--- src/logic/sebf_defs.svh ---
`ifndef SEBF_DEFS_SVH
`define SEBF_DEFS_SVH
`define SEBF_TYPE_MAIN 4'b1010
`define SEBF_TYPE_AUX 4'b1011
`define SEBF_FN_IDPAGE 2'b00
`define SEBF_FN_UID 2'b01
`define SEBF_FN_LOCK 2'b10
`define SEBF_FN_PROT 2'b11
`define SEBF_BIT_LAST 3'h7
`define SEBF_FILT_LEN 2'h1
`define SEBF_TINIT_US 100
`define SEBF_CLK_MHZ 100
`define SEBF_SWP_QUARTER 2'b01
`define SEBF_SWP_HALF 2'b10
`define SEBF_SWP_WHOLE 2'b11
`endif

--- src/logic/sebf_pkg.sv ---
package sebf_pkg;
   typedef enum logic [2:0] {
      SEBF_IDLE = 3'b000,
      SEBF_DEV = 3'b001,
      SEBF_WHI = 3'b010,
      SEBF_WLO = 3'b011,
      SEBF_WDAT = 3'b100,
      SEBF_RDAT = 3'b101
   } sebf_state_e;
   typedef enum logic [1:0] {
      SEBF_OP_MAIN = 2'b00,
      SEBF_OP_AUX = 2'b01
   } sebf_space_e;
endpackage

--- src/logic/sebf_fifo.sv ---
`timescale 1ns/10ps
module sebf_fifo #(
   parameter int WIDTH = 8,
   parameter int DEPTH = 16
) (
   input wire logic clock_i,
   input wire logic rst_n_i,
   input wire logic en_i,
   input wire logic flush_i,
   input wire logic in_valid_i,
   output logic in_ready_o,
   input wire logic [WIDTH-1:0] in_data_i,
   output logic out_valid_o,
   input wire logic out_ready_i,
   output logic [WIDTH-1:0] out_data_o
);
   localparam int AW = $clog2(DEPTH);
   logic [WIDTH-1:0] mem_q [DEPTH];
   logic [AW:0] wp_q, wp_d, rp_q, rp_d;
   logic push, pop;
   always_comb begin
      push = in_valid_i && in_ready_o;
      pop = out_valid_o && out_ready_i;
      wp_d = flush_i ? '0 : wp_q + (AW+1)'(push);
      rp_d = flush_i ? '0 : rp_q + (AW+1)'(pop);
   end
   assign in_ready_o = (wp_q - rp_q) != (AW+1)'(DEPTH);
   assign out_valid_o = wp_q != rp_q;
   assign out_data_o = mem_q[rp_q[AW-1:0]];
   always_ff @(posedge clock_i or negedge rst_n_i) begin
      if (!rst_n_i) begin
         wp_q <= '0;
         rp_q <= '0;
      end else if (en_i) begin
         wp_q <= wp_d;
         rp_q <= rp_d;
      end
   end
   always_ff @(posedge clock_i) begin
      if (en_i && push && !flush_i) begin
         mem_q[wp_q[AW-1:0]] <= in_data_i;
      end
   end
endmodule

--- src/logic/sebf_front_end.sv ---
// Operation
// - Sample data on clock rise, change own data output after clock fall
// - Bytes MSB first, eight bits then ninth acknowledge clock
// - Any number of bytes accepted between start and stop; write data bytes are not-acknowledged while the write buffer is full
// - Start is data falling while clock high; ignore bus until start
// - Stop is data rising while clock high; ends transaction, releases data
// - Stop after write launches write cycle; otherwise standby
// - Acknowledge drives data low for the whole ninth clock
// - Standby after power-up, stop ending read, internal operation done
// - Ignore commands during power-on reset; brown-out resets and silences
// - Write-protect input high blocks main array and identification page writes
// - Non-volatile soft setting protects selected main array blocks
// - Address byte: type bits 7-4, selects 3-1, direction bit 0
// - Type 1010 main array, 1011 auxiliary space
// - Select bits must match the three select inputs
// - Direction 1 is read, 0 is write
// - Acknowledge address on full match, else not-acknowledge and standby
// - Two word address bytes acknowledged, high byte first
// - Auxiliary function from word bits 10-9
// - Lock uses write direction, unique ID uses read direction
// - Protected write: acknowledge addresses, not-acknowledge data bytes
`timescale 1ns/10ps
`include "sebf_defs.svh"
module sebf_front_end
   import sebf_pkg::*;
#(
   parameter int FIFO_DEPTH = 16,
   parameter int TINIT_CYC = `SEBF_TINIT_US * `SEBF_CLK_MHZ
) (
   input wire logic clock_i,
   input wire logic rst_n_i,
   input wire logic clk_en_i,
   input wire logic por_ok_i,
   input wire logic scl_i,
   input wire logic sda_i,
   output logic sda_o,
   output logic sda_oe_n_o,
   input wire logic chip_select_in_0,
   input wire logic chip_select_in_1,
   input wire logic chip_select_in_2,
   input wire logic write_protect_i,
   input wire logic [1:0] soft_block_protect_setting,
   input wire logic identification_page_lock,
   input wire logic wcycle_busy_i,
   input wire logic [7:0] rd_data_i,
   output logic rd_req_o,
   output logic [7:0] wr_data_o,
   output logic wr_valid_o,
   input wire logic wr_ready_i,
   output logic [15:0] word_addr_o,
   output logic aux_space_o,
   output logic [1:0] aux_func_o,
   output logic write_start_o,
   output logic standby_o,
   output logic active_o
);
   // Reset release and pin synchronisers
   logic [1:0] rs_q;
   logic rst_n;
   always_ff @(posedge clock_i or negedge rst_n_i) begin
      if (!rst_n_i) rs_q <= 2'b00;
      else rs_q <= {rs_q[0], 1'b1};
   end
   assign rst_n = rs_q[1];

   logic [1:0] scl_s_q, sda_s_q, wp_s_q, por_s_q;
   logic [1:0] scl_cnt_q, scl_cnt_d, sda_cnt_q, sda_cnt_d;
   logic scl_f_q, scl_f_d, sda_f_q, sda_f_d;
   // Deglitch: level must hold for one clock more than the filter length before it is accepted
   always_comb begin
      scl_cnt_d = scl_cnt_q;
      scl_f_d = scl_f_q;
      if (scl_s_q[1] == scl_f_q) scl_cnt_d = 2'h0;
      else if (scl_cnt_q == `SEBF_FILT_LEN) begin
         scl_f_d = scl_s_q[1];
         scl_cnt_d = 2'h0;
      end else scl_cnt_d = scl_cnt_q + 2'h1;
      sda_cnt_d = sda_cnt_q;
      sda_f_d = sda_f_q;
      if (sda_s_q[1] == sda_f_q) sda_cnt_d = 2'h0;
      else if (sda_cnt_q == `SEBF_FILT_LEN) begin
         sda_f_d = sda_s_q[1];
         sda_cnt_d = 2'h0;
      end else sda_cnt_d = sda_cnt_q + 2'h1;
   end
   always_ff @(posedge clock_i or negedge rst_n) begin
      if (!rst_n) begin
         scl_s_q <= 2'b11;
         sda_s_q <= 2'b11;
         wp_s_q <= 2'b00;
         por_s_q <= 2'b00;
         scl_cnt_q <= 2'h0;
         sda_cnt_q <= 2'h0;
         scl_f_q <= 1'b1;
         sda_f_q <= 1'b1;
      end else if (clk_en_i) begin
         scl_s_q <= {scl_s_q[0], scl_i};
         sda_s_q <= {sda_s_q[0], sda_i};
         wp_s_q <= {wp_s_q[0], write_protect_i};
         por_s_q <= {por_s_q[0], por_ok_i};
         scl_cnt_q <= scl_cnt_d;
         sda_cnt_q <= sda_cnt_d;
         scl_f_q <= scl_f_d;
         sda_f_q <= sda_f_d;
      end
   end

   logic scl_p_q, sda_p_q;
   logic scl_rise, scl_fall, start_ev, stop_ev;
   always_ff @(posedge clock_i or negedge rst_n) begin
      if (!rst_n) begin
         scl_p_q <= 1'b1;
         sda_p_q <= 1'b1;
      end else if (clk_en_i) begin
         scl_p_q <= scl_f_q;
         sda_p_q <= sda_f_q;
      end
   end
   assign scl_rise = scl_f_q && !scl_p_q;
   assign scl_fall = !scl_f_q && scl_p_q;
   assign start_ev = scl_f_q && scl_p_q && sda_p_q && !sda_f_q;
   assign stop_ev = scl_f_q && scl_p_q && !sda_p_q && sda_f_q;

   // Power-up hold-off: commands ignored until supply good and init time spent
   logic [$clog2(TINIT_CYC+1)-1:0] init_q, init_d;
   logic ready;
   always_comb begin
      init_d = init_q;
      if (!por_s_q[1]) init_d = '0;
      else if (!ready) init_d = init_q + 1'b1;
   end
   assign ready = por_s_q[1] && (init_q == ($clog2(TINIT_CYC+1))'(TINIT_CYC));
   always_ff @(posedge clock_i or negedge rst_n) begin
      if (!rst_n) init_q <= '0;
      else if (clk_en_i) init_q <= init_d;
   end

   // Protocol engine
   sebf_state_e st_q, st_d;
   logic [2:0] bit_q, bit_d;
   logic ackph_q, ackph_d;
   logic [7:0] sh_q, sh_d;
   logic drv_q, drv_d;
   logic ackv_q, ackv_d;
   logic aux_q, aux_d;
   logic wrote_q, wrote_d;
   logic [15:0] wa_q, wa_d;
   logic [1:0] fn_q, fn_d;
   logic rdnack_q, rdnack_d;
   logic armed_q, armed_d;
   logic wstart_q, wstart_d;
   logic rreq_q, rreq_d;
   logic push;
   logic [7:0] rcv;
   logic sel_ok, type_ok, prot;
   logic f_in_ready, f_out_valid;
   logic [7:0] f_out_data;

   assign rcv = {sh_q[6:0], sda_f_q};
   assign type_ok = (rcv[7:4] == `SEBF_TYPE_MAIN) || (rcv[7:4] == `SEBF_TYPE_AUX);
   assign sel_ok = rcv[3:1] == {chip_select_in_2, chip_select_in_1, chip_select_in_0};
   // Data byte protection decided from the latched word address
   always_comb begin
      prot = 1'b0;
      if (!aux_q) begin
         prot = wp_s_q[1];
         case (soft_block_protect_setting)
            `SEBF_SWP_QUARTER: prot = prot || (wa_q[15:14] == 2'b11);
            `SEBF_SWP_HALF: prot = prot || wa_q[15];
            `SEBF_SWP_WHOLE: prot = 1'b1;
            default: prot = prot;
         endcase
      end else if (fn_q == `SEBF_FN_IDPAGE) begin
         prot = wp_s_q[1] || identification_page_lock;
      end else if (fn_q == `SEBF_FN_LOCK) begin
         prot = identification_page_lock;
      end else if (fn_q == `SEBF_FN_UID) begin
         prot = 1'b1;
      end
   end

   always_comb begin
      st_d = st_q;
      bit_d = bit_q;
      ackph_d = ackph_q;
      sh_d = sh_q;
      drv_d = drv_q;
      ackv_d = ackv_q;
      aux_d = aux_q;
      wrote_d = wrote_q;
      wa_d = wa_q;
      fn_d = fn_q;
      rdnack_d = rdnack_q;
      armed_d = armed_q;
      wstart_d = 1'b0;
      rreq_d = 1'b0;
      push = 1'b0;
      if (!ready) begin
         st_d = SEBF_IDLE;
         drv_d = 1'b0;
      end else if (stop_ev) begin
         // Stop lands in the first clock after a reply, so one bit is counted
         if (st_q == SEBF_WDAT && wrote_q && !ackph_q && bit_q == 3'h1) begin
            wstart_d = 1'b1;
         end
         st_d = SEBF_IDLE;
         drv_d = 1'b0;
         wrote_d = 1'b0;
      end else if (start_ev && !wcycle_busy_i) begin
         st_d = SEBF_DEV;
         bit_d = 3'h0;
         ackph_d = 1'b0;
         drv_d = 1'b0;
         wrote_d = 1'b0;
         armed_d = 1'b0;
      end else if (st_q != SEBF_IDLE && scl_rise) begin
         if (ackph_q) begin
            if (st_q == SEBF_RDAT) rdnack_d = sda_f_q;
         end else if (st_q != SEBF_RDAT) begin
            armed_d = 1'b1;
            sh_d = rcv;
            if (bit_q == `SEBF_BIT_LAST) begin
               case (st_q)
                  SEBF_DEV: begin
                     ackv_d = type_ok && sel_ok;
                     aux_d = rcv[4];
                  end
                  SEBF_WDAT: begin
                     ackv_d = !prot && f_in_ready;
                     push = !prot && f_in_ready;
                     wrote_d = wrote_q || (!prot && f_in_ready);
                  end
                  SEBF_WHI, SEBF_WLO: ackv_d = 1'b1;
                  default: ackv_d = 1'b0;
               endcase
            end
            bit_d = bit_q + 3'h1;
         end
      end else if (st_q != SEBF_IDLE && scl_fall) begin
         // Output changes only after the falling edge
         drv_d = 1'b0;
         // The fall that closes a start must not pass for a reply slot
         if (!ackph_q && bit_q == 3'h0 && st_q != SEBF_RDAT && armed_q) begin
            ackph_d = 1'b1;
            drv_d = ackv_q;
            if (!ackv_q && st_q == SEBF_DEV) st_d = SEBF_IDLE;
         end else if (ackph_q) begin
            ackph_d = 1'b0;
            case (st_q)
               SEBF_DEV: begin
                  if (sh_q[0] && aux_q) st_d = SEBF_RDAT;
                  else if (sh_q[0]) st_d = SEBF_RDAT;
                  else st_d = SEBF_WHI;
               end
               SEBF_WHI: begin
                  wa_d[15:8] = sh_q;
                  fn_d = sh_q[2:1];
                  st_d = SEBF_WLO;
               end
               SEBF_WLO: begin
                  wa_d[7:0] = sh_q;
                  st_d = SEBF_WDAT;
               end
               SEBF_WDAT: wa_d[6:0] = wa_q[6:0] + 7'h1;
               SEBF_RDAT: begin
                  if (rdnack_q) st_d = SEBF_IDLE;
                  else wa_d = wa_q + 16'h1;
               end
               default: st_d = SEBF_IDLE;
            endcase
            if (st_d == SEBF_RDAT) begin
               rreq_d = 1'b1;
               sh_d = rd_data_i;
               drv_d = !rd_data_i[7];
               bit_d = 3'h1;
            end
         end else if (st_q == SEBF_RDAT) begin
            // Counter wrapped: last bit done, line freed for the reply
            if (bit_q == 3'h0) ackph_d = 1'b1;
            else begin
               drv_d = !sh_q[`SEBF_BIT_LAST - bit_q];
               bit_d = bit_q + 3'h1;
            end
         end
      end
   end

   always_ff @(posedge clock_i or negedge rst_n) begin
      if (!rst_n) begin
         st_q <= SEBF_IDLE;
         bit_q <= 3'h0;
         ackph_q <= 1'b0;
         sh_q <= 8'h00;
         drv_q <= 1'b0;
         ackv_q <= 1'b0;
         aux_q <= 1'b0;
         wrote_q <= 1'b0;
         wa_q <= 16'h0000;
         fn_q <= 2'b00;
         rdnack_q <= 1'b0;
         armed_q <= 1'b0;
         wstart_q <= 1'b0;
         rreq_q <= 1'b0;
      end else if (clk_en_i) begin
         st_q <= st_d;
         bit_q <= bit_d;
         ackph_q <= ackph_d;
         sh_q <= sh_d;
         drv_q <= drv_d;
         ackv_q <= ackv_d;
         aux_q <= aux_d;
         wrote_q <= wrote_d;
         wa_q <= wa_d;
         fn_q <= fn_d;
         rdnack_q <= rdnack_d;
         armed_q <= armed_d;
         wstart_q <= wstart_d;
         rreq_q <= rreq_d;
      end
   end

   // Write data buffered so array programming may lag the bus
   sebf_fifo #(
      .WIDTH(8),
      .DEPTH(FIFO_DEPTH)
   ) u_fifo (
      .clock_i(clock_i),
      .rst_n_i(rst_n),
      .en_i(clk_en_i),
      .flush_i(start_ev && st_q == SEBF_IDLE && 1'b0),
      .in_valid_i(push),
      .in_ready_o(f_in_ready),
      .in_data_i(rcv),
      .out_valid_o(f_out_valid),
      .out_ready_i(wr_ready_i && !wr_valid_o),
      .out_data_o(f_out_data)
   );

   always_ff @(posedge clock_i or negedge rst_n) begin
      if (!rst_n) begin
         sda_o <= 1'b0;
         sda_oe_n_o <= 1'b1;
         wr_valid_o <= 1'b0;
         wr_data_o <= 8'h00;
         word_addr_o <= 16'h0000;
         aux_space_o <= 1'b0;
         aux_func_o <= 2'b00;
         write_start_o <= 1'b0;
         rd_req_o <= 1'b0;
         standby_o <= 1'b1;
         active_o <= 1'b0;
      end else if (clk_en_i) begin
         sda_o <= 1'b0;
         sda_oe_n_o <= !drv_q;
         wr_valid_o <= f_out_valid && wr_ready_i && !wr_valid_o;
         wr_data_o <= f_out_data;
         word_addr_o <= wa_q;
         aux_space_o <= aux_q;
         aux_func_o <= fn_q;
         write_start_o <= wstart_q;
         rd_req_o <= rreq_q;
         standby_o <= (st_q == SEBF_IDLE) && !wcycle_busy_i;
         active_o <= st_q != SEBF_IDLE;
      end
   end
endmodule

--- config.mk ---
export PLATFORM = sky130hd
export DESIGN_NAME = sebf_front_end
export DESIGN_NICKNAME = d
export VERILOG_FILES = /design/src/logic/sebf_pkg.sv /design/src/logic/sebf_fifo.sv /design/src/logic/sebf_front_end.sv
export VERILOG_INCLUDE_DIRS = /design/src /design/src/logic
export SDC_FILE = /design/constraint.sdc
export NUM_CORES = 1
export LEC_CHECK = 0
export ABC_AREA = 1
export BUFFER_PORTS_ARGS = -buffer_cell sky130_fd_sc_hd__buf_2
export CAP_MARGIN = 20
export CORE_UTILIZATION = 43
export DETAILED_ROUTE_END_ITERATION = 10
export PLACE_DENSITY = 0.65
export SYNTH_ARGS = -nofsm -noshare
export SYNTH_HDL_FRONTEND = slang
export SYNTH_SLANG_ARGS = --single-unit
--- constraint.sdc ---
create_clock -name clock_i -period 3.6 [get_ports clock_i]
set_input_delay 0.18 -clock clock_i [delete_from_list [all_inputs] [get_ports clock_i]]
set_output_delay 0.18 -clock clock_i [all_outputs]
set_load 0.005 [all_outputs]
# After elaboration in Yosys (flattened, before gate mapping)
# Memories as Yosys holds them, arrays and structs flattened. A register that Yosys moved wholly into a read port is not among the register bits.
# Index checks and enable logic that the tools add are counted.
[totals]
output_inout_bits = 34
word_cells = 286
mem_bits_rw = 128
regBits = 108
memories = 1
[op_classes]
n_addsub = 10
bitwise_logic = 7
n_eq_ne = 42
mux = 103
reduce_logical = 83
magnitude_cmp = 1
[memory_table]
columns = ["memory", "depth", "width", "rd", "rd_ports_with_merged_regs", "wr", "line_no", "source"]
rows = [
  ["u_fifo.mem_q", 16, 8, 1, 1, 1, "sebf_fifo.sv:18", "logic [WIDTH-1:0] mem_q [DEPTH];"],
]
[op_table]
columns = ["cell", "count"]
rows = [
  ["$mux 3", 28],
  ["$mux 8", 7],
  ["$mux 1", 54],
  ["$reduce_and 10->1", 5],
  ["$logic_and 1x1->1", 28],
  ["$mux 14", 2],
  ["$pmux 7 s3", 1],
  ["$reduce_bool 3->1", 7],
  ["$reduce_and 9->1", 2],
  ["$add 16x1->16 const B", 1],
  ["$mux 16", 1],
  ["$pmux 8 s2", 1],
  ["$reduce_bool 2->1", 8],
  ["$pmux 3 s5", 1],
  ["$add 14x1->14 const B", 1],
  ["$eq 14x14->1 const B", 1],
  ["$reduce_and 7->1", 2],
  ["$logic_not 1->1", 13],
  ["$eq 3x3->1 const B", 4],
  ["$add 5x1->5", 2],
  ["$ne 2x2->1 const B", 5],
  ["$reduce_and 5->1", 2],
  ["$ne 3x3->1 const B", 3],
  ["$reduce_and 3->1", 3],
  ["35 further kinds", 64],
]

# Longest topological paths before layout
# Gate-level depths: netlist (run 1).
[depth]
depth_word = 19
ltp_mapped = 19

# By module
# From an unflattened synthesis (run 1), not the netlist that was laid out.
[hier_totals]
hier_cells = 1300
hier_area_um2 = 11911.4
[by_module_without_submodules]
columns = ["module", "n_inst", "cells_each", "area_per_inst_um2"]
rows = [
  ["sebf_front_end", 1, 802, 6003.3],
  ["sebf_fifo", 1, 498, 5908.2],
]

# Worst setup path after synthesis (run 1)
# Ideal clock, no wire load.
[synth_timing]
path_type = "reg2reg"
from = "register u_fifo.rp_q[2]"
to = "memory u_fifo.mem_q[4][0] (enable)"
arrival_time_ns = 2.620
path_buffers = 3
required_ns = 3.217
setup_time_ns = 0.383
path_slack_ns = 0.597
path_stages_with_launch = 13
period_less_slack_ns = 3.003
path_cell_list = "dfrtp_1 -> buf_2 -> clkinv_1 -> clkbuf_1 -> ha_1 -> a21oi_1 -> nand3_1 -> nand3_1 -> nor2_1 -> nand2_1 -> nand4_4 -> buf_6 -> nor3_1"
[synth_via]
elab_chain_len = 15
[synth_lines]
columns = ["element", "line_no", "source"]
rows = [
  ["from (decl)", "sebf_fifo.sv:19", "logic [AW:0] wp_q, wp_d, rp_q, rp_d;"],
  ["from (signal assigned)", "sebf_fifo.sv:36", "rp_q <= rp_d;"],
  ["$sub 5x5->5 (*)", "sebf_fifo.sv:27", "assign in_ready_o = (wp_q - rp_q) != (AW+1)'(DEPTH);"],
  ["$ne 5x5->1 (*)", "sebf_fifo.sv:27", ""],
  ["$logic_and 1x1->1", "sebf_front_end.sv:230", "push = !prot && f_in_ready;"],
  ["$mux 1", "sebf_front_end.sv:223", "case (st_q)"],
  ["$mux 1", "sebf_front_end.sv:222", "if (bit_q == `SEBF_BIT_LAST) begin"],
  ["$mux 1", "sebf_front_end.sv:219", "end else if (st_q != SEBF_RDAT) begin"],
  ["$mux 1", "sebf_front_end.sv:217", "if (ackph_q) begin"],
  ["$mux 1", "sebf_front_end.sv:216", "end else if (st_q != SEBF_IDLE && scl_rise) begin"],
  ["$mux 1", "sebf_front_end.sv:209", "end else if (start_ev && !wcycle_busy_i) begin"],
  ["$mux 1", "sebf_front_end.sv:201", "end else if (stop_ev) begin"],
  ["$mux 1", "sebf_front_end.sv:198", "if (!ready) begin"],
  ["$logic_and 1x1->1 (*)", "sebf_fifo.sv:22", "push = in_valid_i && in_ready_o;"],
  ["$logic_and 1x1->1 (*)", "sebf_fifo.sv:40", "if (en_i && push && !flush_i) begin"],
  ["$mux 1 (*)", "sebf_fifo.sv:40", ""],
  ["$mux 1 (implied by the code) (*)", "sebf_fifo.sv:41", "mem_q[wp_q[AW-1:0]] <= in_data_i;"],
  ["to (decl)", "sebf_fifo.sv:18", ""],
]
# Mark *: on every way between the ends. The rest lies on a longest branch, timed or not.

# Final worst setup path (run 1)
[layout_timing]
from = "register u_fifo.rp_q[3]"
to = "memory u_fifo.mem_q[1][2] (enable)"
# Same word-level chain as after synthesis.

==> results of run 1 <==
worst paths after layout:
kind	startpoint	end	slack [ns]	depth (start not counted)
max in group asynchronous	rs_q[1]	sda_f_q	2.27	1
worst min register to register	rs_q[0]	rs_q[1]	0.36	0
worst max register to register	u_fifo.rp_q[3]	u_fifo.mem_q[1][2]	0.68	10
worst max-delay path	u_fifo.rp_q[3]	u_fifo.mem_q[1][2]	0.68	10
min in group asynchronous	rs_q[1]	wa_q[10]	0.39	0
worst min-delay path	rd_data_i[3]	sh_q[3]	0.02	5
through the flow:
stage	worst slack, ns	util, %
final	0.684	50.5
after global routing	0.395	50.5
after CTS	0.689	50.5
after detailed placement	0.708	47.0
after global placement	0.831	47.0
after floorplan	0.147	-
cells in the mapped netlist, types with 7 or more instances:
master | instances | area (um^2)
dfrtp_1 | 106 | 2650
nand3_1 | 84 | 420
a21oi_1 | 22 | 110
clkbuf_1 | 35 | 131
inv_1 | 103 | 387
nor3_1 | 29 | 145
inv_2 | 15 | 56.3
dfstp_2 | 10 | 263
nand2_1 | 276 | 1040
ha_1 | 20 | 250
o221ai_1 | 24 | 210
nand4_1 | 20 | 125
o211ai_1 | 10 | 75.1
o21ai_1 | 7 | 35.0
xor2_1 | 12 | 105
nor2_1 | 119 | 447
edfxtp_1 | 128 | 3840
buf_2 | 8 | 40.0
o21ai_0 | 144 | 721
registers in the layout, indices dropped and copies added, names as in the netlist, 3 cells and up:
register      cells
u_fifo.mem_q    128
bit_q             3
word_addr_o      16
init_q           14
u_fifo.rp_q       5
wr_data_o         8
sh_q              8
wa_q             16
st_q              3
u_fifo.wp_q       5
cells by family after synthesis:
logic type | synth area share, %
and+or+nand+nor | 21.4
DFF | 58.0
AOI/OAI and AO/OA | 11.3
buffers and inverters | 5.72
adders and majority gates | 2.15
xor gates and xnor gates | 1.35
other | 0.0644
power by group through the flow:
stage / registers (uW) / logic, uW / clock network [uW]
4_1_cts: 3230 / 1560 / 2720
3_5_place_dp: 3280 / 1540 / 0
2_1_floorplan: 3240 / 1060 / 0
3_3_place_gp: 3280 / 1520 / 0
5_1_grt: 3250 / 1750 / 2830
6_report: 3230 / 1550 / 2680
metal layers:
metal	vias up	track usage (%)	routed length, um
met5	-	0	0
met4	0	7.00	906
met3	62	2.73	1630
met2	287	34.7	13500
met1	4364	29.2	13100
li1	4388	-	-
area by class of cell:
class / count / share of cell area (%)
multi-input combinational: 831 / 31.8
inverter: 119 / 3.36
clock inverter: 16 / 1.28
timing repair buffer: 96 / 4.51
clock buffer: 32 / 5.13
sequential: 244 / 50.8
tap: 335 / 3.15
worst max-delay path, delay by kind of cell (launching register included):
family | cells | cell delay (ns)
simple gates | 5 | 1.11
flops | 1 | 0.54
buf+inv | 3 | 0.40
fa+ha+maj | 1 | 0.36
compound gates | 1 | 0.22
==> results.md, run 1 <==
- The flow ran to the end, but the final reports show violations.
- The final reports fail on design-rule violations.
- The total nets after synthesis is roughly 1300.
- In the final design database the tool counted around 1400 nets.
- Clock tree synthesis inserted a total of 26 buffers.
- The routed length per instance is approximately 17 um.
- Setup violations remaining at the end of the flow were counted as 0.
- Averaged over all synthesized cells, the footprint is roughly 9.4 um^2.
- The count of maximum capacitance violations is 0.
- After clock tree synthesis, the clock-pin slew on the worst setup and hold paths is about 0.060 ns.
- The type of the setup path with the least slack is reg2reg.
- Adding up every negative setup slack in the final design gives 0 ns.
- Entering global routing, the biggest net connects 75 pins.
- The internal power component is 5160 uW.
- In the layout the commonest cells are nand2_1, o21ai_0, edfxtp_1.
- The data required time of the worst path is 3.86 ns.
- Setup repair after global routing left no endpoint under its margin.
- The final routed DRC violation total is 2.
- The library cell used most frequently in the layout, excluding fill and tap cells, is nand2_1.
- The initial core utilization is between 40 and 50%.
- The final instance area is around 0.013 mm^2.
- The first detailed-routing pass ran for 8 iterations.
- The tree built by TritonCTS fans out to approximately 240 sinks.
- At the end of routability-driven placement, the weighted congestion stood at about 0.9.
- In this run the worst path has a maximum fanout of 16.
- Once the clock tree was built, the setup fixing pass inserted 0 buffers.
- The synthesis-to-finish area growth is 14.2%.
- The combinational power share is 20.7%.
- The maximum clock skew at final layout is around 0.0083 ns.
- After synthesis, flip-flops and latches occupy 58.0% of the total area.
- In the final layout, flip-flops and latches occupy between 0.006 and 0.007 mm^2.
- The cell count after placement is ~1600.
- The final critical-path share of the clock period is between 80% and 90%.
- The die extent in y is between 150 and 200 um.
- The count of port buffers added during placement is 55.
- The number of instances in the synthesized netlist is approximately 1200.
- CTS placed an instance of clkbuf_16 at the clock tree root.
- The number of antenna violations at the first check in global routing came to 0.
- Walking the worst path, the cells encountered are inv_1 > ha_1 > a21oi_1 > nand3_1 > nand2_1 > inv_1 > nand2_1 > nand4_4 > nor3_1 > buf_4.
- The fraction of final layout cells with drive strength greater than 1 is 13.6%.
- The signal arrival time at the worst endpoint is 3.17 ns.
- The number of routed nets with antenna violations is 0.
- The buffer levels on the longest clock path is 3.
- In this run the number of H-tree levels came out at 1.
- From left edge to right edge, the die measures approximately 170 um.
- The post-cts resize count is 0.
- The floorplan step defined a die boundary enclosing 0.0278 mm^2.
- The placeable core region is ~0.026 mm^2.
- The number of global-route vias before repair is approximately 8800.
- The final period demand of the worst path is 2.92 ns.
- The power share of the sequential group is ~43%.
- In this run the core area contains 59 standard-cell rows.
- The number of distinct library cells after synthesis is 49.
- The register bit total from synthesis is between 200 and 250.
- The later pin in the worst-skew pair is clocked with a latency of approximately 0.54 ns.
- The type of the tightest min-delay check is in2reg.
- Summed over all nets, the half-perimeter wirelength after detailed placement is approximately 20 mm.
- Static timing analysis puts the maximum clock frequency at approximately 340 MHz.
- The count of flip-flops with a built-in enable after synthesis is around 130.
- After filler insertion, the fill cell instance count of the layout stands at 2391.
- In the global route stage, overall resource usage came out at about a fifth.
- The residual overflow from global routing is 0.
- Wires add up to ~30 mm.
- On the final layout, the worst hold slack is about 0.018 ns.
- The proportion of total power due to net switching is between 30% and 40%.
- The number of max-slew violations in the final report was 0.
- The type of origin of the critical path is a flop.
- The transition time at the pin with the least slew margin is 1.04 ns.
- After the flow finishes, the layout carries non-filler instances totaling roughly 1700.
- In the synthesized netlist the async set-or-reset flop fraction comes to 47.5%.
- The proportion of power drawn by the clock network is 35.9%.
- The cell area after placement is 0.0124 mm^2.
- The design draws about 7500 uW.
- The worst relative slew slack is 30.7%.
- The slowest stage of the critical path is the dfrtp_1 cell.
- Power spread over the standard cell area amounts to 560 mW/mm^2.
- The largest single stage delay on the critical path is 0.54 ns.
- The maximum vdd ir drop is around 360 uV.
- The top-level port count is 57.
- The net switching component of the power is between 2000 and 2500 uW.
- During synthesis, Yosys emitted a total of 0 warnings.
- The count of hold-fix buffers inserted at cts is 7.
- For this block, the initial DRC count from the detailed router was around 740.
- TritonCTS built the clock tree.
- The number of endpoints with negative hold slack in the final report is 0.
- The routed via count divided by cell count is 5.44.
- STA classifies the critical path endpoint as a flop.
- The diode insertion count for antenna repair is 0.
- The dominant register cell in the synthesized netlist is edfxtp_1.
- In the final layout, the multi-input gates occupy 0.00423 mm^2.
- The first-pass GRT wire length is 46.8 mm.
- The netlist area before placement is 0.0117 mm^2.
- The analysis attributes to cell leakage a power of between 0.005 and 0.006 uW.
- The detailed-route via count is between 9000 and 10000.
Note: power is estimated with default switching activity, not from simulation.
==> inputs of run 2 (changes only) <==
- ABC_AREA: 1 -> 0
- clock period: 3.6 -> 2.4 ns (I/O delays scaled with it)
==> run 2 against run 1 <==
Compared with the run above:
- the flow finishes with violations (negative setup slack)
- register-to-register slack worse by 0.83 ns
- critical path depth shrank 1
- cell count decreased by 20%
- worst setup slack lost 0.83 ns
- clock power increased by 69%
- clock-buffer cell count is 3 lower
- maximum frequency increased by 14%
- critical path type unchanged
- critical endpoint is now wa_q[4]
==> results.md, run 2 <==
- The post-layout utilization of the core is between 50% and 60%.
- The count of routing violations after the opening detailed-route iteration is between 600 and 700.
- The placeable core region is 0.0252 mm^2.
- Power spread over the standard cell area amounts to 781 mW/mm^2.
- The final reports fail on negative setup slack.
- The overall routed net length is about 26 mm.
- By area the synthesized netlist is led by edfxtp_1, dfrtp_1, mux4_2, mux2_2, dfstp_2.
- In the global route stage, overall resource usage came out at between 10% and 20%.
- The signal arrival time at the worst endpoint is between 2 and 3 ns.
- Port buffering added 55 buffers.
- The top-level port count is 57.
- The worst setup path is of the reg2reg kind.
- The global placement routability congestion is around 0.9.
- Setup repair after global routing could not meet its margin everywhere.
- In this run the static leakage power is 0.00583 uW.
- The final instance area is between 0.01 and 0.015 mm^2.
- The tool flagged a number of max-cap violations equal to 0.
- Across all setup checks in the final design, the least slack found is -0.149 ns.
- For this run, the post-layout net count is around 1000.
- Summing over every cut layer, the via total after detailed routing is between 7000 and 8000.
- The source of the worst hold timing path is clk_en_i.
- The top cell types in the final layout, fill and taps aside, are edfxtp_1, dfrtp_1, buf_4.
- The total iterations of the first detailed-routing run is 6.
- The worst register-to-register path has a setup slack of -0.15 ns.
- The number of global-route vias before repair is 7270.
- The longest clock path from root to sink contains 3 buffers.
- The capturing point of the worst reg2reg path is wa_q[4].
- Clock-pin slew was measured on the worst setup and hold paths at around 0.06 ns.
- The synthesized netlist devotes 6.48% of its cell area to compound gates.
- In the routed layout, each cell is associated on average with a via count of about 5.6.
- The signal on the critical path passes through inv_2 > ha_2 > or4bb_4 > nor4_4 > nand3_2 > buf_8 > or4_4 > o21ai_2 > o21ai_2.
- The type of origin of the critical path is a flop.
- Buffers inserted during clock tree synthesis total 27.
- CTS built an H-tree with a depth of 1.
- The startpoint identified for the worst register-to-register timing path is init_q[1].
- For the worst setup path, the data required time is 2.82 ns.
- Entering global routing, the biggest net connects 69 pins.
- The run finished, with violations left.
- The detail route stage leaves a number of antenna-violating nets equal to 0.
- Excluding fillers, the count of instances in the completed layout stands at approximately 1300.
- The maximum fanout encountered on the critical timing path is 7.
- Dividing the detail-routed wire length by the instance count gives ~19 um.
- The multi-input combinational cells in the finished layout cover a total of ~0.0044 mm^2.
- The worst setup path is captured at a flop.
- The adder and majority cell fraction of the synthesized area is 2.27%.
- The final critical-path share of the clock period is 106%.
- The synthesized netlist occupies a cell area of between 0.01 and 0.015 mm^2.
- The synthesis-to-finish area growth is 27.6%.
- The cell area after placement is 0.0125 mm^2.
- The register bit total from synthesis is around 240.
- The commonest cells after synthesis are edfxtp_1, dfrtp_1, nand2_1.
- The area of the die is approximately 0.026 mm^2.
- Counting cells, the worst reg-to-reg path comes to 9.
- The number of max-slew violations in the final report is 0.
- TritonCTS built the clock tree.
- Counting distinct cell types in the post-synthesis netlist gives between 60 and 70.
- The number of antenna violations at the first check in global routing is 0.
- The post-synthesis cell type with the largest combined area is edfxtp_1.
- The synthesized area divided by synthesized cell count is about 14 um^2.
- The number of buffers and inverters on the critical path is 2.
- The most critical setup path has its startpoint at init_q[1].
- The largest stage delay on the critical path is 0.57 ns.
- The cell family contributing the most delay on the critical path is simple AND/OR/NAND/NOR gates.
- At the later pin of the worst-skew pair, clock insertion delay measures 0.54 ns.
- Once detailed placement completed, the half-perimeter wirelength came to ~16 mm.
- The most repeated library cell on the critical path is o21ai_2.
- Across the VDD grid, the largest voltage drop is 426 uV.
- After detailed routing, the number of remaining DRC violations is 0.
- The number of endpoints with negative hold slack in the final report is 0.
- In this run the worst setup path terminates at wa_q[4].
- The most frequent cell after synthesis is edfxtp_1.
- The commonest non-fill, non-tap cell in the layout is edfxtp_1.
- The die extent in y is 162 um.
- The count of yosys warnings during synthesis is 0.
- For the pin with the worst max-slew slack, the measured transition is around 0.67 ns.
- The fraction of final layout cells with drive strength greater than 1 is 39.5%.
- In this run, synthesis inferred 128 flip-flops with an integrated enable.
- Counting every net in the synthesized netlist gives between 800 and 900.
- Based on the critical path, the design can be clocked at up to a little under 400 MHz.
- The simple-gate area share of the yosys netlist is 10.8%.
- The final period demand of the worst path is between 2 and 3 ns.
- The top cell type by area accounts for approximately a third of the synthesized area.
- The first global-routing pass estimated ~40 mm of wire.
- Once the floorplan was initialized, standard cells occupied a little over two fifths of the core.
- Across all hold checks on the routed design, the worst slack comes to 0.100 ns.
- The most used flip-flop cell after synthesis is edfxtp_1.
- The type of the tightest min-delay check is in2reg.
- The area occupied by registers is approximately 0.0068 mm^2.
- The main combinational cell family by area after synthesis is multiplexers.
- The flip-flop count of the largest register after layout is 128.
- The fill cell instance count of the final layout is around 2000.
- The async set-reset flop share out of synthesis is ~48%.
- The clock drives 244 sinks.
- The cell with the largest stage delay on the worst path is or4_4.
- The tree is rooted in a clkbuf_16.
- Across the routed clock network, the largest skew measured is around 0.0095 ns.
- Summed over all layers, the global routing overflow is 0.
- After Yosys synthesis, XOR and XNOR cells account for 1.59% of the synthesized area.
- The die width is around 160 um.
- The final number of setup-violating endpoints is approximately 120.
- The total number of placement rows is slightly below 60.
- The worst relative slew slack is between 50% and 60%.
- Synthesis produced a netlist whose cell count is 810.
- In this run, placement finished with an instance count of 1252.
- The portion of the post-synthesis area used by sequential elements is 61.3%.
- The logic depth of the worst path, buffers included is 9.
- The diode insertion count for antenna repair is 0.
- The proportion of synthesized area in mux cells is 15.3%.
==> run 2: cell families after synthesis <==
group | after synthesis
XOR/XNOR | 20
AND/OR/NAND/NOR | 233
flip-flops | 244
adder cells (fa/ha/maj) | 20
other | 2
AO/OA/AOI/OAI | 123
buffers and inverters | 59
multiplexers | 109
==> run 2: worst register-to-register path, stage by stage, from the launching register on <==
cell and delay, ns:
dfrtp_1 0.39, inv_2 0.06, ha_2 0.16, or4bb_4 0.47, nor4_4 0.18, nand3_2 0.18
buf_8 0.18, or4_4 0.58, o21ai_2 0.17, o21ai_2 0.07
==> run 2: final cells by class <==
class,count,area share (%)
flip-flops and latches,244,48.1
clock buffers,29,4.85
clock inverters,21,2.14
well taps,330,2.93
inverters,23,0.631
repair buffers,175,9.99
multi-input cells,509,31.4
==> run 2: stage by stage <==
step	total power [uW]	worst slack (ns)	setup TNS, ns
after floorplan	6010	-0.438	-47.66
after global placement	6450	-0.166	-12.53
after detailed placement	6500	-0.221	-17.37
after CTS	11100	-0.141	-7.71
after global routing	11400	-0.217	-23.17
final	11000	-0.149	-8.59
==> run 2: how the worst min path moves through the flow <==
stage                endpoint  slack (ns)  cells past startpoint
finish              init_q[0]        0.10                      5
global route        init_q[0]        0.12                      5
CTS                 init_q[0]        0.08                      5
detailed placement    rs_q[0]       -0.09                      1
global placement      rs_q[0]       -0.09                      1
floorplan             rs_q[0]       -0.18                      0
==> run 2: repair_timing <==
item                                    in CTS  in global routing
pin swaps                                   29                 20
resized for setup                           29                 62
gates cloned                                 1                  2
endpoints found under the setup margin     150                174
hold endpoints to repair                    15                  0
setup buffers                                4                  8
hold buffers                                15                  0
==> run 2: power by group <==
part / total [uW] / switching (uW) / internal (uW)
clock: 4540 / 1720 / 2820
sequential: 4740 / 136 / 4610
combinational: 1710 / 891 / 820
==> run 2: layer usage <==
layer | routed length (um) | share of wire [%] | GRT usage, % | up-vias
met1 | 11100 | 43 | 26.5 | 3702
met4 | 740 | 2.9 | 5.57 | 0
met3 | 1090 | 4.2 | 2.15 | 60
met2 | 12900 | 50 | 34.1 | 234
met5 | 0 | 0 | 0 | -
li1 | - | - | - | 3401
==> inputs of run 3 (changes only) <==
- BUFFER_PORTS_ARGS: -buffer_cell sky130_fd_sc_hd__buf_2 -> not set
- DONT_BUFFER_PORTS: not set -> 1
- PLACE_DENSITY: 0.65 -> 0.63
- SETUP_SLACK_MARGIN: not set -> 0.05
==> run 3 against run 2 <==
Compared with the run above:
- critical path depth is 2 lower
- register-to-register slack better by 0.04 ns
- maximum frequency is 1.8% higher
- via count is 3.0% lower
- sequential share of layout area is 1.4 points higher
- clock skew is 0.00062 ns lower
- clock-buffer cell count is 6 higher
- sequential power is 0.8% higher
- non-clock buffer count is 57 lower
- the run still ends with negative setup slack left
- worst hold slack worse by 0.049 ns
- global-route usage is 0.20 points higher
- combinational power is 5% lower
==> results.md, run 3 (synthesis gave the netlist of run 2 again) <==
- The critical path in this run is classified as reg2reg.
- The maximum fanout encountered on the critical timing path is 8.
- The number of antenna violations at the first check in global routing is 0.
- After clock tree synthesis, the clock-pin slew on the worst setup and hold paths is approximately 0.060 ns.
- The commonest non-fill, non-tap cell in the layout is edfxtp_1.
- The final critical-path share of the clock period is 104%.
- The maximum vdd ir drop is between 600 and 700 uV.
- For this block, the via count after detailed routing is between 7000 and 8000.
- The final number of setup-violating endpoints is about 100.
- Wires add up to between 20 and 30 mm.
- Across all hold checks on the routed design, the worst slack comes to just over 0.05 ns.
- The repair_antennas step left the layout with diodes totalling 0.
- The overall routing resource usage is 20.0%.
- Clock latency on the worst-skew pair, taken at its later pin, is roughly 0.53 ns.
- From bottom edge to top edge, the die measures around 160 um.
- The type of origin of the critical path is a flop.
- The floorplan step defined a die boundary enclosing 0.0263 mm^2.
- The total iterations of the first detailed-routing run is 5.
- Cell internal power was estimated by the tool at 7810 uW.
- The timing-limited maximum frequency is 399 MHz.
- The area growth from synthesis to layout is 24.1%.
- The hold path endpoint is wr_valid_o.
- The worst setup timing slack at the placement stage is -0.172 ns.
- The maximum number of pins on one net before global-route repair is 76.
- The nature of the critical path endpoint is a flop.
- The placeable core region is 0.0252 mm^2.
- Net switching is about a quarter of the power.
- The combinational power share is 15.5%.
- The startpoint identified for the worst hold timing path is wr_ready_i.
- The clock network burns between 30% and 40% of the power.
- The cell area after placement is about 0.012 mm^2.
- Dividing the detail-routed via count by the number of cells gives between 5 and 6.
- The first global-routing pass estimated between 40 and 50 mm of wire.
- For the worst flop-to-flop path, the logic depth is 7.
- The run finished, with violations left.
- For this configuration, the core starts out at a cell density of a little over two fifths.
- In the final routed layout, each cell accounts on average for between 20 and 25 um.
- The top-level port count is 57.
- The hold path depth is 2.
- The endpoint identified for the worst register-to-register timing path is u_fifo.mem_q[14][1].
- The count of routing violations after the opening detailed-route iteration is between 500 and 600.
- Summed over all layers, the global routing overflow is 0.
- TritonCTS built the clock tree.
- The checks that failed: negative setup slack.
- Setup repair after global routing could not meet its margin everywhere.
- The worst setup margin is -0.104 ns.
- Overall power consumption after layout is estimated at 10400 uW.
- The library cells used most frequently in the layout, excluding fill and tap cells, are edfxtp_1, dfrtp_1, buf_4.
- The worst register-to-register path has a setup slack of -0.10 ns.
- The final routed DRC violation total is 0.
- In this run the clock root is driven by a clkbuf_16.
- The smallest clock period supported by the final layout is computed as approximately 2.5 ns.
- Max-cap violations in this run came to 0.
- The signal arrival time at the worst endpoint is approximately 2.7 ns.
- The number of global-route vias before repair came to slightly above 7000.
- The buffer levels on the longest clock path is 3.
- The die width is ~160 um.
- Headroom to the max-slew limit came out at 58.9%.
- The net switching component of the power is ~2600 uW.
- The flip-flop count of the largest register after layout is roughly 130.
- At the pin with the least slew margin, the transition time is a little over 0.6 ns.
- The tree built by TritonCTS fans out to approximately 240 sinks.
- The HPWL after detailed placement is between 15 and 20 mm.
- The final instance area is around 0.014 mm^2.
- The power per unit of standard cell area is 763 mW/mm^2.
- The fraction of final layout cells with drive strength greater than 1 is approximately a third.
- The count of port buffers added during placement is 0.
- At the end of routability-driven placement, the weighted congestion stood at approximately 0.9.
- On the final layout, the worst clock skew is 0.00885 ns.
- The final layout contains between 900 and 1000 nets.
- The power share of the sequential group is 45.7%.
- The worst hold path belongs to the class in2reg.
- The critical path starts at init_q[5].
- The origin of the critical flop-to-flop path is init_q[5].
- The number of max-slew violations in the final report was 0.
- Once detail routing completed, the nets flagged for antenna violations numbered 0.
- The leakage power is around 0.0055 uW.
- The total number of placement rows is 58.
- The number of H-tree branching levels is 1.
- The number of endpoints with negative hold slack in the final report came to 0.
- The data required time of the worst path is around 2.6 ns.
- The CTS buffer count is 27.
run 3: cell types whose count changed in the layout (fill, tap and decap cells not counted), sizes merged:
| cell | delta |
|---|---|
| buf | -58 |
| clkbuf | +6 |
| clkinvlp | -5 |
| bufinv | -4 |
| clkinv | +2 |
| dlygate4sd3 | +1 |
run 3: layout make-up:
class                           instances  area (um^2)
Inverter                               23         88.8
Tap cell                              330          413
Clock inverter                         14          143
Clock buffer                           35          726
Multi-Input combinational cell        509         4420
Timing Repair Buffer                  118         1140
Sequential cell                       244         6760
Fill cell                            2034        11500
run 3: critical path, cell delays in order, from the launching register on:
cell and delay, ns:
dfrtp_1 0.38, or4b_4 0.58, nor4_4 0.27, nand3_2 0.18, nor2_4 0.18, nand4_1 0.24
nor2_1 0.19, buf_4 0.20
run 3: through the flow:
| stage | TNS (ns) | instances | utilization [%] |
|---|---|---|---|
| 2_1_floorplan | -47.69 | 810 | - |
| 3_3_place_gp | -8.24 | 1192 | 48.4 |
| 3_5_place_dp | -12.02 | 1192 | 48.4 |
| 4_1_cts | -5.61 | 1272 | 53.7 |
| 5_1_grt | -23.96 | 1273 | 54.4 |
| 6_report | -6.38 | 1273 | 54.4 |
run 3: what timing repair did:
| action | CTS | global route |
|---|---|---|
| buffers inserted | 11 | 3 |
| cloned | 3 | 0 |
| pin swaps | 39 | 27 |
| endpoints found under the hold margin | 91 | 0 |
| endpoints found under the setup margin | 158 | 171 |
| resized for setup | 44 | 43 |
| hold buffers | 17 | 0 |
run 3: worst max-delay path by stage:
| stage | cells after the start | slack, ns | endpoint |
|---|---|---|---|
| after floorplan | 9 | -0.44 | u_fifo.mem_q[13][0] |
| after global placement | 9 | -0.13 | u_fifo.mem_q[12][1] |
| after detailed placement | 9 | -0.17 | u_fifo.mem_q[12][2] |
| after CTS | 9 | -0.12 | wa_q[6] |
| after global routing | 9 | -0.24 | u_fifo.mem_q[8][7] |
| final | 7 | -0.10 | u_fifo.mem_q[14][1] |
run 3: metal layers:
metal  vias to the layer above  share of wire [%]  track usage [%]
met1                      3641                 44             27.6
li1                       3280                  -                -
met4                         0                2.3             5.49
met2                       209                 48             32.8
met3                        42                5.3             3.27
met5                         -                  0                0
run 3: power groups by stage:
| stage | combinational, uW | clock (uW) | sequential [uW] |
|---|---|---|---|
| floorplan | 1160 | 0 | 4850 |
| global placement | 1540 | 0 | 4850 |
| detailed placement | 1570 | 0 | 4850 |
| CTS | 1650 | 4160 | 4770 |
| global route | 1770 | 4340 | 4800 |
| finish | 1620 | 4050 | 4780 |
